**config.mk**
```make
export PLATFORM = sky130hd
export DESIGN_NAME = csd_top
export DESIGN_NICKNAME = d
export VERILOG_FILES = /design/src/rtl/csd_pkg.sv /design/src/rtl/csd_bank_match.sv /design/src/rtl/csd_top.sv
export VERILOG_INCLUDE_DIRS = /design/src /design/src/rtl
export SDC_FILE = /design/constraint.sdc
export NUM_CORES = 1
export LEC_CHECK = 0
export BUFFER_PORTS_ARGS = -buffer_cell sky130_fd_sc_hd__buf_2
export CAP_MARGIN = 25
export CORE_MARGIN = 2
export CORE_UTILIZATION = 40
export CTS_CLUSTER_SIZE = 28
export DETAILED_ROUTE_END_ITERATION = 7
export GPL_TIMING_DRIVEN = 0
export PLACE_DENSITY_LB_ADDON = 0.1
export SKIP_CTS_REPAIR_TIMING = 1
export SYNTH_ARGS = -nofsm -noshare
export SYNTH_HDL_FRONTEND = slang
export SYNTH_SLANG_ARGS = --single-unit
```
**constraint.sdc**
```tcl
create_clock -name i_clk_sys -period 4.9 [get_ports i_clk_sys]
set_input_delay 0.98 -clock i_clk_sys [delete_from_list [all_inputs] [get_ports i_clk_sys]]
set_output_delay 0.98 -clock i_clk_sys [all_outputs]
set_load 0.03 [all_outputs]
```
**src/rtl/csd_defines.svh**
```systemverilog
// constants for the chip select decode unit: offsets, fields, reset values
`ifndef CSD_DEFINES_SVH
`define CSD_DEFINES_SVH

`define CSD_NBANK 8
`define CSD_BANK0_OFF 12'h080
`define CSD_BANK_STRIDE 12'h00C
`define CSD_BASE_REL 12'h000
`define CSD_MASK_REL 12'h004
`define CSD_CTRL_REL 12'h008
`define CSD_IRQ_STS_OFF 12'h0E0
`define CSD_IRQ_EN_OFF 12'h0E4
`define CSD_IRQ_CLR_OFF 12'h0E8

`define CSD_BASE_LSB 16
`define CSD_MASK_LSB 16
`define CSD_WP_BIT 8
`define CSD_VLD_BIT 0
`define CSD_SRW_MSB 15
`define CSD_SRW_LSB 14
`define CSD_INIT_WAITS_MSB 13
`define CSD_INIT_WAITS_LSB 10
`define CSD_AUTO_ACK_BIT 8
`define CSD_CTRL_RW_MASK 16'hFDFF

`define CSD_BASE_RST 16'h0000
`define CSD_MASK_RST 16'h0000
`define CSD_CTRL0_RST 16'h3D00
`define CSD_CTRL_RST 16'h0000

`define CSD_EV_WP 0
`define CSD_EV_EXT 1
`define CSD_NEV 2

`endif

```
**src/rtl/csd_pkg.sv**
```systemverilog
// types shared by the chip select decode unit
package csd_pkg;
   typedef enum logic [0:0] {ST_IDLE, ST_WAIT} csd_state_t;
   typedef logic [15:0] csd_half_t;
endpackage

```
**src/rtl/csd_bank_match.sv**
```systemverilog
// one bank's address compare under its don't-care mask
`timescale 1ns/100ps
`include "csd_defines.svh"
module csd_bank_match (
   // bank settings
   input wire csd_pkg::csd_half_t i_base,
   input wire csd_pkg::csd_half_t i_mask,
   // upper half of the access address
   input wire csd_pkg::csd_half_t i_addr_hi,
   // result
   output logic o_match
);
   // set mask bits drop out of the compare
   assign o_match = ((i_addr_hi ^ i_base) & ~i_mask) == 16'h0000;
endmodule

```
**src/rtl/csd_top.sv**
```systemverilog
// eight-bank chip select decode and wait-state control with apb registers
// Operation
// - each bank compares its 16-bit base against address bits 31 to 16 to detect a hit.
// - each set mask bit makes its address bit a don't-care, widening the block.
// - a write hitting a write-protected bank gets no select and raises an access error.
// - a bank's select never asserts until its valid bit is set, except the boot select.
// - reset clears every bank's valid bit.
// - bank 0 control resets to values of its own so boot memory decodes at once.
// - secondary read waits code 00 off and 01..11 as 0..2 waits for later reads with ack on.
// - initial waits give 0 to 15 wait states before the internal acknowledge.
// - an external acknowledge takes precedence and ends the bus cycle.
// - with auto-acknowledge on the internal acknowledge follows the wait count, else none.
// - after reset the boot select fires on every access until bank 0 is made valid.
`timescale 1ns/100ps
`include "csd_defines.svh"
module csd_top (
   // clock and reset
   input wire logic i_clk_sys,
   input wire logic i_nrst,
   // apb slave
   input wire logic i_psel,
   input wire logic i_penable,
   input wire logic i_pwrite,
   input wire logic [11:0] i_paddr,
   input wire logic [31:0] i_pwdata,
   output logic [31:0] o_prdata,
   output logic o_pready,
   output logic o_pslverr,
   // internal bus access
   input wire logic i_acc_valid,
   input wire logic i_acc_write,
   input wire logic i_acc_secondary,
   input wire logic [31:0] i_acc_addr,
   output logic o_acc_ack,
   output logic o_acc_err,
   // external pins
   input wire logic i_transfer_acknowledge_n,
   output logic [7:0] o_cs_n,
   // interrupt
   output logic o_irq
);
   localparam int NB = `CSD_NBANK;

   csd_pkg::csd_half_t base_ff [NB];
   csd_pkg::csd_half_t mask_ff [NB];
   csd_pkg::csd_half_t ctrl_ff [NB];
   logic [NB-1:0] wp_ff;
   logic [NB-1:0] vld_ff;
   logic [NB-1:0] match;
   logic [NB-1:0] hitv;
   logic [NB-1:0] mism;
   logic [NB-1:0] bank_wsel;
   logic [NB-1:0] bank_msel;
   logic [NB-1:0] bank_csel;
   logic [NB-1:0] bank_bsel;
   logic [NB-1:0] nxt_cs_n;
   logic [`CSD_NEV-1:0] sts_ff;
   logic [`CSD_NEV-1:0] en_ff;
   logic [`CSD_NEV-1:0] ev;
   logic [31:0] addr_ff;
   logic [3:0] cnt_ff;
   logic [3:0] nxt_cnt;
   logic auto_ack_ff;
   logic xack_s1_ff;
   logic xack_s2_ff;
   logic int_done_ff;
   logic [4:0] wcyc_ff;
   logic [3:0] tgt_ff;
   logic [2:0] sel;
   logic any_hit;
   logic take;
   logic blocked;
   logic wr_en;
   logic rd_setup;
   logic mapped;
   logic [31:0] nxt_rdata;
   logic [1:0] srw;
   csd_pkg::csd_state_t st_ff;

   // external acknowledge pin synchroniser
   // the pin is seen two cycles late, so its release reaches the sequencer after the ack cycle
   always_ff @(posedge i_clk_sys) begin
      if (!i_nrst) begin
         xack_s1_ff <= 1'b1;
         xack_s2_ff <= 1'b1;
      end else begin
         xack_s1_ff <= i_transfer_acknowledge_n;
         xack_s2_ff <= xack_s1_ff;
      end
   end

   // apb decode
   assign wr_en = i_psel & i_penable & i_pwrite & o_pready;
   assign rd_setup = i_psel & ~i_penable;

   genvar g;
   generate
      for (g = 0; g < NB; g++) begin : g_bank
         localparam logic [11:0] BOFF = 12'(`CSD_BANK0_OFF + g * `CSD_BANK_STRIDE);
         assign bank_bsel[g] = i_paddr == BOFF + `CSD_BASE_REL;
         assign bank_msel[g] = i_paddr == BOFF + `CSD_MASK_REL;
         assign bank_csel[g] = i_paddr == BOFF + `CSD_CTRL_REL;
         assign bank_wsel[g] = bank_bsel[g] | bank_msel[g] | bank_csel[g];

         csd_bank_match csd_bank_match_i (
            .i_base(base_ff[g]),
            .i_mask(mask_ff[g]),
            .i_addr_hi(i_acc_addr[31:16]),
            .o_match(match[g])
         );

         // bank 0 hits every access as boot select until made valid; others also need bank 0 valid
         if (g == 0) begin : g_boot
            assign hitv[g] = ~vld_ff[0] | (match[g] & vld_ff[g]);
         end else begin : g_norm
            assign hitv[g] = match[g] & vld_ff[g] & vld_ff[0];
         end

         // helper for decode check on the held address
         assign mism[g] = ((addr_ff[31:16] ^ base_ff[g]) & ~mask_ff[g]) != 16'h0000;

         always_ff @(posedge i_clk_sys) begin
            if (!i_nrst) begin
               base_ff[g] <= `CSD_BASE_RST;
               mask_ff[g] <= `CSD_MASK_RST;
               wp_ff[g] <= 1'b0;
               vld_ff[g] <= 1'b0;
               ctrl_ff[g] <= (g == 0) ? `CSD_CTRL0_RST : `CSD_CTRL_RST;
            end else if (wr_en) begin
               if (bank_bsel[g]) begin
                  base_ff[g] <= i_pwdata[`CSD_BASE_LSB +: 16];
               end else if (bank_msel[g]) begin
                  mask_ff[g] <= i_pwdata[`CSD_MASK_LSB +: 16];
                  wp_ff[g] <= i_pwdata[`CSD_WP_BIT];
                  vld_ff[g] <= i_pwdata[`CSD_VLD_BIT];
               end else if (bank_csel[g]) begin
                  ctrl_ff[g] <= i_pwdata[15:0] & `CSD_CTRL_RW_MASK;
               end
            end
         end
      end
   endgenerate

   assign mapped = (|bank_wsel) | (i_paddr == `CSD_IRQ_STS_OFF) |
      (i_paddr == `CSD_IRQ_EN_OFF) | (i_paddr == `CSD_IRQ_CLR_OFF);

   // read data mux, reserved bits zero, clear register reads zero
   always_comb begin
      nxt_rdata = 32'h0000_0000;
      for (int k = 0; k < NB; k++) begin
         if (bank_bsel[k]) begin
            nxt_rdata = {base_ff[k], 16'h0000};
         end else if (bank_msel[k]) begin
            nxt_rdata = {mask_ff[k], 7'h00, wp_ff[k], 7'h00, vld_ff[k]};
         end else if (bank_csel[k]) begin
            nxt_rdata = {16'h0000, ctrl_ff[k]};
         end
      end
      if (i_paddr == `CSD_IRQ_STS_OFF) begin
         nxt_rdata = {30'h0000_0000, sts_ff};
      end else if (i_paddr == `CSD_IRQ_EN_OFF) begin
         nxt_rdata = {30'h0000_0000, en_ff};
      end
   end

   always_ff @(posedge i_clk_sys) begin
      if (!i_nrst) begin
         o_prdata <= 32'h0000_0000;
         o_pready <= 1'b0;
         o_pslverr <= 1'b0;
      end else begin
         o_pready <= 1'b1;
         if (rd_setup) begin
            o_prdata <= i_pwrite ? 32'h0000_0000 : nxt_rdata;
            o_pslverr <= ~mapped;
         end
      end
   end

   // lowest hitting bank wins
   always_comb begin
      sel = 3'h0;
      any_hit = 1'b0;
      for (int k = NB - 1; k >= 0; k--) begin
         if (hitv[k]) begin
            sel = 3'(k);
            any_hit = 1'b1;
         end
      end
   end

   assign take = (st_ff == csd_pkg::ST_IDLE) & i_acc_valid & ~o_acc_ack & ~o_acc_err;
   assign blocked = i_acc_write & wp_ff[sel];
   assign srw = ctrl_ff[sel][`CSD_SRW_MSB:`CSD_SRW_LSB];

   // wait count for the access being taken
   always_comb begin
      nxt_cnt = ctrl_ff[sel][`CSD_INIT_WAITS_MSB:`CSD_INIT_WAITS_LSB];
      if (i_acc_secondary && !i_acc_write && srw != 2'b00 &&
            ctrl_ff[sel][`CSD_AUTO_ACK_BIT]) begin
         nxt_cnt = 4'(srw - 2'b01);
      end
   end

   always_comb begin
      nxt_cs_n = 8'hFF;
      nxt_cs_n[sel] = 1'b0;
   end

   // access sequencer
   always_ff @(posedge i_clk_sys) begin
      if (!i_nrst) begin
         st_ff <= csd_pkg::ST_IDLE;
         o_cs_n <= 8'hFF;
         o_acc_ack <= 1'b0;
         o_acc_err <= 1'b0;
         cnt_ff <= 4'h0;
         auto_ack_ff <= 1'b0;
         addr_ff <= 32'h0000_0000;
         int_done_ff <= 1'b0;
      end else begin
         o_acc_ack <= 1'b0;
         o_acc_err <= 1'b0;
         case (st_ff)
            csd_pkg::ST_IDLE: begin
               if (take) begin
                  addr_ff <= i_acc_addr;
                  if (!any_hit) begin
                     o_acc_ack <= 1'b1;
                     int_done_ff <= 1'b0;
                  end else if (blocked) begin
                     o_acc_err <= 1'b1;
                  end else begin
                     o_cs_n <= nxt_cs_n;
                     cnt_ff <= nxt_cnt;
                     auto_ack_ff <= ctrl_ff[sel][`CSD_AUTO_ACK_BIT];
                     st_ff <= csd_pkg::ST_WAIT;
                  end
               end
            end
            csd_pkg::ST_WAIT: begin
               if (!xack_s2_ff) begin
                  o_acc_ack <= 1'b1;
                  int_done_ff <= 1'b0;
                  o_cs_n <= 8'hFF;
                  st_ff <= csd_pkg::ST_IDLE;
               end else if (auto_ack_ff && cnt_ff == 4'h0) begin
                  o_acc_ack <= 1'b1;
                  int_done_ff <= 1'b1;
                  o_cs_n <= 8'hFF;
                  st_ff <= csd_pkg::ST_IDLE;
               end else if (auto_ack_ff) begin
                  cnt_ff <= cnt_ff - 4'h1;
               end
            end
            default: st_ff <= csd_pkg::ST_IDLE;
         endcase
      end
   end

   // events: write-protect error, externally terminated cycle
   assign ev[`CSD_EV_WP] = take & any_hit & blocked;
   assign ev[`CSD_EV_EXT] = (st_ff == csd_pkg::ST_WAIT) & ~xack_s2_ff;

   // sticky status, set beats clear
   always_ff @(posedge i_clk_sys) begin
      if (!i_nrst) begin
         sts_ff <= '0;
         en_ff <= '0;
         o_irq <= 1'b0;
      end else begin
         if (wr_en && i_paddr == `CSD_IRQ_EN_OFF) begin
            en_ff <= i_pwdata[`CSD_NEV-1:0];
         end
         if (wr_en && i_paddr == `CSD_IRQ_CLR_OFF) begin
            sts_ff <= (sts_ff & ~i_pwdata[`CSD_NEV-1:0]) | ev;
         end else begin
            sts_ff <= sts_ff | ev;
         end
         o_irq <= |(sts_ff & en_ff);
      end
   end

   // helper: cycles from entering the wait state, and the count loaded
   always_ff @(posedge i_clk_sys) begin
      if (!i_nrst) begin
         wcyc_ff <= 5'h00;
         tgt_ff <= 4'h0;
      end else if (take) begin
         wcyc_ff <= 5'h00;
         tgt_ff <= nxt_cnt;
      end else if (st_ff == csd_pkg::ST_WAIT) begin
         wcyc_ff <= wcyc_ff + 5'h01;
      end
   end
endmodule

```
==> flow_summary.json, run 1 <==
{
  "core_area_um2": 53800,
  "async_flop_share_pct": 0,
  "grt_pass1_vias": 16600,
  "grt_max_degree": 17,
  "cp_max_fo": 8,
  "crit_chain": "buf_2, xnor2_1, o22ai_1, nor4_1, nand4_1, and3_1, a21oi_1, a211oi_1, a211o_1, ha_1, nor2_1, nand3_1, nor2_4, mux2_2, o21a_1",
  "wirelength_mm": 97.9,
  "fin_crit_sh_pct": 98.0,
  "hpwl_mm": 73.4,
  "synth_edf_count": 376,
  "start_kind": "input port",
  "areaGrowthSynthToFinish_pct": 16.6,
  "cts_buffer_depth": 3,
  "fmax_ghz": 0.208,
  "cts_buffers": 51,
  "synthSimpleGateAreaFrac_pct": 17.6,
  "outcome": "complete, no violations",
  "synth_top_family_by_area": "simple AND/OR/NAND/NOR gates",
  "critPathSlowestCell": "nor4_1",
  "vias": 17700,
  "synth_warnings": 0,
  "p_per_area_nw_per_um2": 340,
  "irDropWorstVdd_mv": 0.278,
  "crit_cells": 15,
  "synth_cell_type_count": 70,
  "synthAdderAreaFrac_pct": 0.172,
  "die-width_um": 237,
  "synth_area_per_cell_um2": 11.7,
  "final_hold_viol_count": 0,
  "p_leak_nw": 9.05,
  "hold_class": "reg2reg",
  "critPathBufInv": 1,
  "cap_viol_max_count": 0,
  "gp_congestion": 1.05,
  "switchingPower_mw": 2.09,
  "synth_compound_area_share_pct": 14.3,
  "slew_violations": 0,
  "synth_top_area_share_pct": 51.8,
  "multi_input_area_um2": 8520,
  "antenna_found_initial": 9,
  "required_ps": 5400,
  "worst_ep_arrival_time_ps": 5310,
  "insertion_delay_ps": 610,
  "synth-seq-area-share_pct": 58.4,
  "synth_area_leaders": "edfxtp_1 52%, and2_1 11%, dfxtp_1 6.6%, xnor2_1 5.1%, a22oi_1 2.9%",
  "slew_headroom_pct": 20.5,
  "grt_use_met3_pct": 7.42,
  "grt-busiest-layer": "met2",
  "grt_pass1_wl_mm": 133,
  "p_sw_share_pct": 24.2,
  "ios": 130,
  "final_util_pct": 47.2,
  "row_count": 85,
  "stdcell_area_um2": 25400,
  "endpoint_kind": "flip-flop",
  "nets": 2137,
  "finalClockSkew_ps": 17.1,
  "r2r_cells": 14,
  "vias_per_cell": 6.32,
  "die_y_um": 237,
  "finalSetupViolations": 0,
  "synth-xor-area-share_pct": 5.26,
  "crit_type": "in2reg",
  "hold_depth": 1,
  "synth.area.mux_share_pct": 1.34,
  "p_clk_share_pct": 44.1,
  "comb_power_share_pct": 6.2,
  "drtPass1Iterations": 8,
  "tritoncts": "done",
  "path_clk_slew_ps": 60,
  "ys_ff_latch": 448,
  "clock_sinks": 448,
  "rsz0062_at_grt": "no",
  "wire_per_inst_um": 35.0,
  "tightest_slew_ps": 1190,
  "ant_nets": 0,
  "grt_use_met1_pct": 46.5,
  "synthCells": 1865,
  "ys.flop_type": "edfxtp_1",
  "synth_top_cell_by_area": "edfxtp_1",
  "syn_nets": 1953,
  "drt_iter0_markers": 2360,
  "drc": 0,
  "start_util_pct": 40.5,
  "port_buffers": 92,
  "placed_area_um2": 23800,
  "grt_use_total_pct": 34.3,
  "fillers": 4934,
  "overflow": 0,
  "cts.htree.levels": 2,
  "fin_crit_ps": 4800,
  "cp_slowest_stage_delay_ps": 690,
  "power.internal_mw": 6.55,
  "critPathTopFamily": "simple AND/OR/NAND/NOR gates",
  "root_buffer": "clkbuf_16",
  "grt_util_met2_pct": 53.3,
  "synth_common_cells": "376 x and2_1, 376 x edfxtp_1, 127 x xnor2_1",
  "seq_power_share_pct": 49.7,
  "layout.area.seq_um2": 12700,
  "netlist_area_um2": 21800,
  "dieArea_um2": 56400,
  "drive_above_1_share_pct": 12.5
}
## path summary, 6_finish.rpt
check,from,to,slack [ps]
worst max-delay path,i_acc_addr[19],cnt_ff[0],100
worst min-delay path,xack_s1_ff,xack_s2_ff,430
worst max register to register,base_ff[1][35],cnt_ff[0],290
worst min register to register,xack_s1_ff,xack_s2_ff,430
## layout make-up
| cell class | instances | area share (%) |
|---|---|---|
| sequential | 448 | 50.1 |
| multi-input combinational | 1270 | 33.5 |
| clock buffer | 76 | 5.80 |
| timing repair buffer | 131 | 4.04 |
| tap | 696 | 3.43 |
| buffer | 121 | 2.14 |
| clock inverter | 19 | 0.536 |
| inverter | 26 | 0.384 |
| antenna | 7 | 0.0689 |
## sequential cells by signal, summed over array words and instances, names as in the netlist, 2 cells and up
signal,cells
base_ff,128
mask_ff,128
ctrl_ff,120
o_prdata,31
o_cs_n,8
vld_ff,8
wp_ff,8
cnt_ff,4
en_ff,2
sts_ff,2
## through the flow
stage	cells	worst slack (ps)	power (mW)	TNS (ps)	hold WS, ps
3_5_place_dp	2691	-433	4.89	-2280	406
3_3_place_gp	2653	-1850	4.86	-232230	399
2_1_floorplan	1865	720	4.59	0	386
6_report	2794	96.7	8.64	0	434
4_1_cts	2786	184	8.63	0	440
5_1_grt	2788	31.1	8.80	0	468
## power groups by stage
stage	sequential [mW]	clock, mW	combinational, mW
floorplan	4.33	0	0.262
global placement	4.37	0	0.488
detailed placement	4.36	0	0.529
CTS	4.28	3.81	0.531
global route	4.29	3.95	0.560
finish	4.29	3.81	0.539
## layer usage
layer,up-vias,share of wire (%),wire (µm)
li1,7333,-,-
met1,8849,40,39100
met2,1213,45,44000
met3,253,10,10300
met4,4,4.6,4520
met5,-,0.028,27
## layout by cell type, fill, tap and decap left out, types with 9 or more instances in the layout
| master | Yosys | layout |
|---|---|---|
| edfxtp_1 | 376 | 376 |
| a22oi_1 | 85 | 85 |
| buf_2 | 10 | 103 |
| xnor2_1 | 127 | 127 |
| and2_1 | 376 | 376 |
| mux2_2 | 9 | 9 |
| clkbuf_1 | 97 | 115 |
| a21oi_1 | 38 | 38 |
| nor3_1 | 15 | 15 |
| a22o_1 | 67 | 67 |
| nand2_1 | 59 | 59 |
| dfxtp_1 | 72 | 72 |
| or3_1 | 11 | 11 |
| o21ai_0 | 30 | 14 |
| o21ai_1 | 11 | 11 |
| mux2i_1 | 18 | 18 |
| nand4_1 | 21 | 21 |
| buf_4 | 4 | 11 |
| buf_8 | 0 | 12 |
| nor4_1 | 17 | 15 |
| inv_1 | 26 | 26 |
| clkinv_1 | 0 | 11 |
| buf_6 | 8 | 20 |
| nand3_1 | 24 | 24 |
| nand2b_1 | 9 | 9 |
| clkbuf_16 | 0 | 55 |
| a221oi_1 | 55 | 55 |
| a31oi_1 | 12 | 12 |
| o22ai_1 | 57 | 57 |
| o21ai_2 | 0 | 14 |
| a222oi_1 | 10 | 10 |
| nor2_1 | 125 | 124 |
## cell families after synthesis
kind of cell	count (synthesis)
simple gates	688
buf+inv	147
other cells	1
fa+ha+maj	3
mux	28
flops	448
xor+xnor	131
compound gates	419
## worst register-to-register path, cell delays in order, from the launching register on
cell and delay [ps]:
edfxtp_1 430, xnor2_1 290, o22ai_1 260, nor4_1 700, nand4_1 350, and3_1 330, a21oi_1 660, a211oi_1 100
a211o_1 330, ha_1 200, nor2_1 90, nand3_1 120, nor2_4 150, mux2_2 360, o21a_1 160
Note: power is estimated with default switching activity, not from simulation.
==> run 2: changes to the inputs <==
--- a/config.mk
+++ b/config.mk
@@ -8,7 +8,7 @@
 export LEC_CHECK = 0
 export BUFFER_PORTS_ARGS = -buffer_cell sky130_fd_sc_hd__buf_2
 export CAP_MARGIN = 25
-export CORE_MARGIN = 2
+export CORE_MARGIN = 4
 export CORE_UTILIZATION = 40
 export CTS_CLUSTER_SIZE = 28
 export DETAILED_ROUTE_END_ITERATION = 7
==> run 2 against run 1 <==
Final area increased by 0.76%. First-iteration DRC count is 11% higher. Global-route usage decreased by 1.9 points. Flip-flop and latch count unchanged. Power grew 4.9%. Hold slack worse by 18 ps. Register-to-register slack improved by 110 ps. Fmax rose by 3.4%. Combinational power down 0.9%. Clock-buffer cell count down 20. Clock skew up 8.6 ps. Non-clock buffer count fell by 4. Largest cell class unchanged. Largest power group unchanged.
==> flow_summary.json, run 2 (synthesis results as in run 1) <==
{
  "placed_area_um2": 23700,
  "endpoint_kind": "flip-flop",
  "drtPass1Iterations": 6,
  "start_kind": "input port",
  "port_buffers": 92,
  "fin_crit_ps": 4640,
  "cts_buffer_depth": 3,
  "multi_input_area_um2": 8520,
  "vias": 17800,
  "path_clk_slew_ps": 60,
  "finalClockSkew_ps": 25.6,
  "p_leak_nw": 9.15,
  "total_power_mw": 9.06,
  "crit_type": "in2reg",
  "tritoncts": "done",
  "top_regs": "base_ff: 128 flops, mask_ff: 128 flops, ctrl_ff: 120 flops",
  "grt_use_total_pct": 32.3,
  "critPathBufInv": 2,
  "vias_per_cell": 6.39,
  "worst_ep_arrival_time_ps": 5130,
  "drive_above_1_share_pct": 13.4,
  "cp_max_fo": 10,
  "grt_pass1_wl_mm": 131,
  "cp_slowest_stage_delay_ps": 580,
  "slew_headroom_pct": 21.9,
  "row_count": 85,
  "wire_per_inst_um": 34.6,
  "final_util_pct": 47.5,
  "areaGrowthSynthToFinish_pct": 17.5,
  "finalSetupViolations": 0,
  "outcome": "complete, no violations",
  "fillers": 4977,
  "hpwl_mm": 72.2,
  "die_y_um": 241,
  "ios": 130,
  "crit_chain": "buf_2, xnor2_1, o22ai_1, nor4_1, nand4_1, o21ai_1, o21a_1, nor2_4, buf_4, mux2i_1, a22oi_1, nand2_1, ha_1, nor2_1, nand3_1, nor2_4, mux2_2, o21a_1",
  "root_buffer": "clkbuf_16",
  "irDropWorstVdd_mv": 0.273,
  "critPathSlowestCell": "nor4_1",
  "fmax_ghz": 0.215,
  "die-width_um": 241,
  "hold_depth": 1,
  "drt_iter0_markers": 2617,
  "layout.area.seq_um2": 12700,
  "fin_crit_sh_pct": 94.8,
  "clock_sinks": 448,
  "critPathTopFamily": "simple AND/OR/NAND/NOR gates",
  "antenna_found_initial": 1,
  "final_hold_viol_count": 0,
  "p_per_area_nw_per_um2": 354,
  "cap_viol_max_count": 0,
  "wirelength_mm": 96.5,
  "reg2reg_slack_ps": 400,
  "core_area_um2": 53900,
  "r2r_cells": 16,
  "start_util_pct": 40.4,
  "insertion_delay_ps": 610,
  "gp_congestion": 1.01,
  "dieArea_um2": 58300,
  "grt_max_degree": 18,
  "overflow": 0,
  "rsz0062_at_grt": "no",
  "cts_buffers": 52,
  "nets": 2134,
  "ant_nets": 0,
  "grt_pass1_vias": 16600,
  "stdcell_area_um2": 25600,
  "cts.htree.levels": 2,
  "crit_cells": 18,
  "layout_common_cells": "376 x and2_1, 376 x edfxtp_1, 127 x xnor2_1, 121 x nor2_1, 102 x buf_2",
  "drc": 0,
  "required_ps": 5390,
  "slew_violations": 0,
  "hold_class": "reg2reg",
  "tightest_slew_ps": 1170
}
-- run 2: cell types whose count changed in the layout (fill, tap and decap cells not counted), moves of 2 or more --
cell and delta:
clkinv_1 -3, clkinv_2 +8, buf_4 -5, clkbuf_16 -2, inv_6 +3, clkinvlp_4 +3
bufinv_16 +9, nor2_1 -3, clkbuf_1 -16, buf_6 +2, diode_2 -5, nor2_2 +3
clkbuf_8 -2
-- run 2: worst paths after layout --
path                  startpoint          to
setup reg to reg  base_ff[0][16]   cnt_ff[0]
hold / removal        xack_s1_ff  xack_s2_ff
setup / recovery  i_acc_addr[17]   cnt_ff[0]
hold reg to reg       xack_s1_ff  xack_s2_ff
-- run 2: power breakdown --
group	internal, mW	switching, mW	leakage, nW	total, mW
Sequential	4.21	0.0875	4.61	4.29
Combinational	0.166	0.368	3.65	0.534
Clock	2.56	1.68	0.890	4.24
-- run 2: through the flow --
step	setup slack [ps]	hold slack (ps)	std cells	TNS [ps]
floorplan	720	386	1865	0
global placement	-1840	403	2653	-234700
detailed placement	-288	408	2684	-1480
CTS	212	431	2780	0
global route	85.4	455	2784	0
finish	255	417	2786	0
-- run 2: area by class of cell --
class / count / area share, %
plain buffers: 121 / 2.12
multi-input cells: 1270 / 33.3
well taps: 696 / 3.40
inverters: 26 / 0.381
clock inverters: 40 / 1.92
clock buffers: 56 / 5.22
diodes: 2 / 0.0195
flip-flops and latches: 448 / 49.7
repair buffers: 127 / 3.98
-- run 2: metal layers --
metal	track usage, %	vias up	wire, µm
met2	47.1	1219	40800
li1	-	7331	-
met3	7.12	215	11500
met5	0	-	13
met1	48.2	9044	40600
met4	10.5	2	3630
-- run 2: worst register-to-register path, stage by stage, from the launching register on --
cell and delay [ps]:
edfxtp_1 460, xnor2_1 440, o22ai_1 200, nor4_1 410
nand3_1 420, nand2_2 280, nor3_1 120, buf_2 250
o2bb2ai_1 180, mux2_2 270, a211o_1 250, ha_1 200
nor2_1 90, nand3_1 130, nor2_4 160, mux2_2 360
o21a_1 160
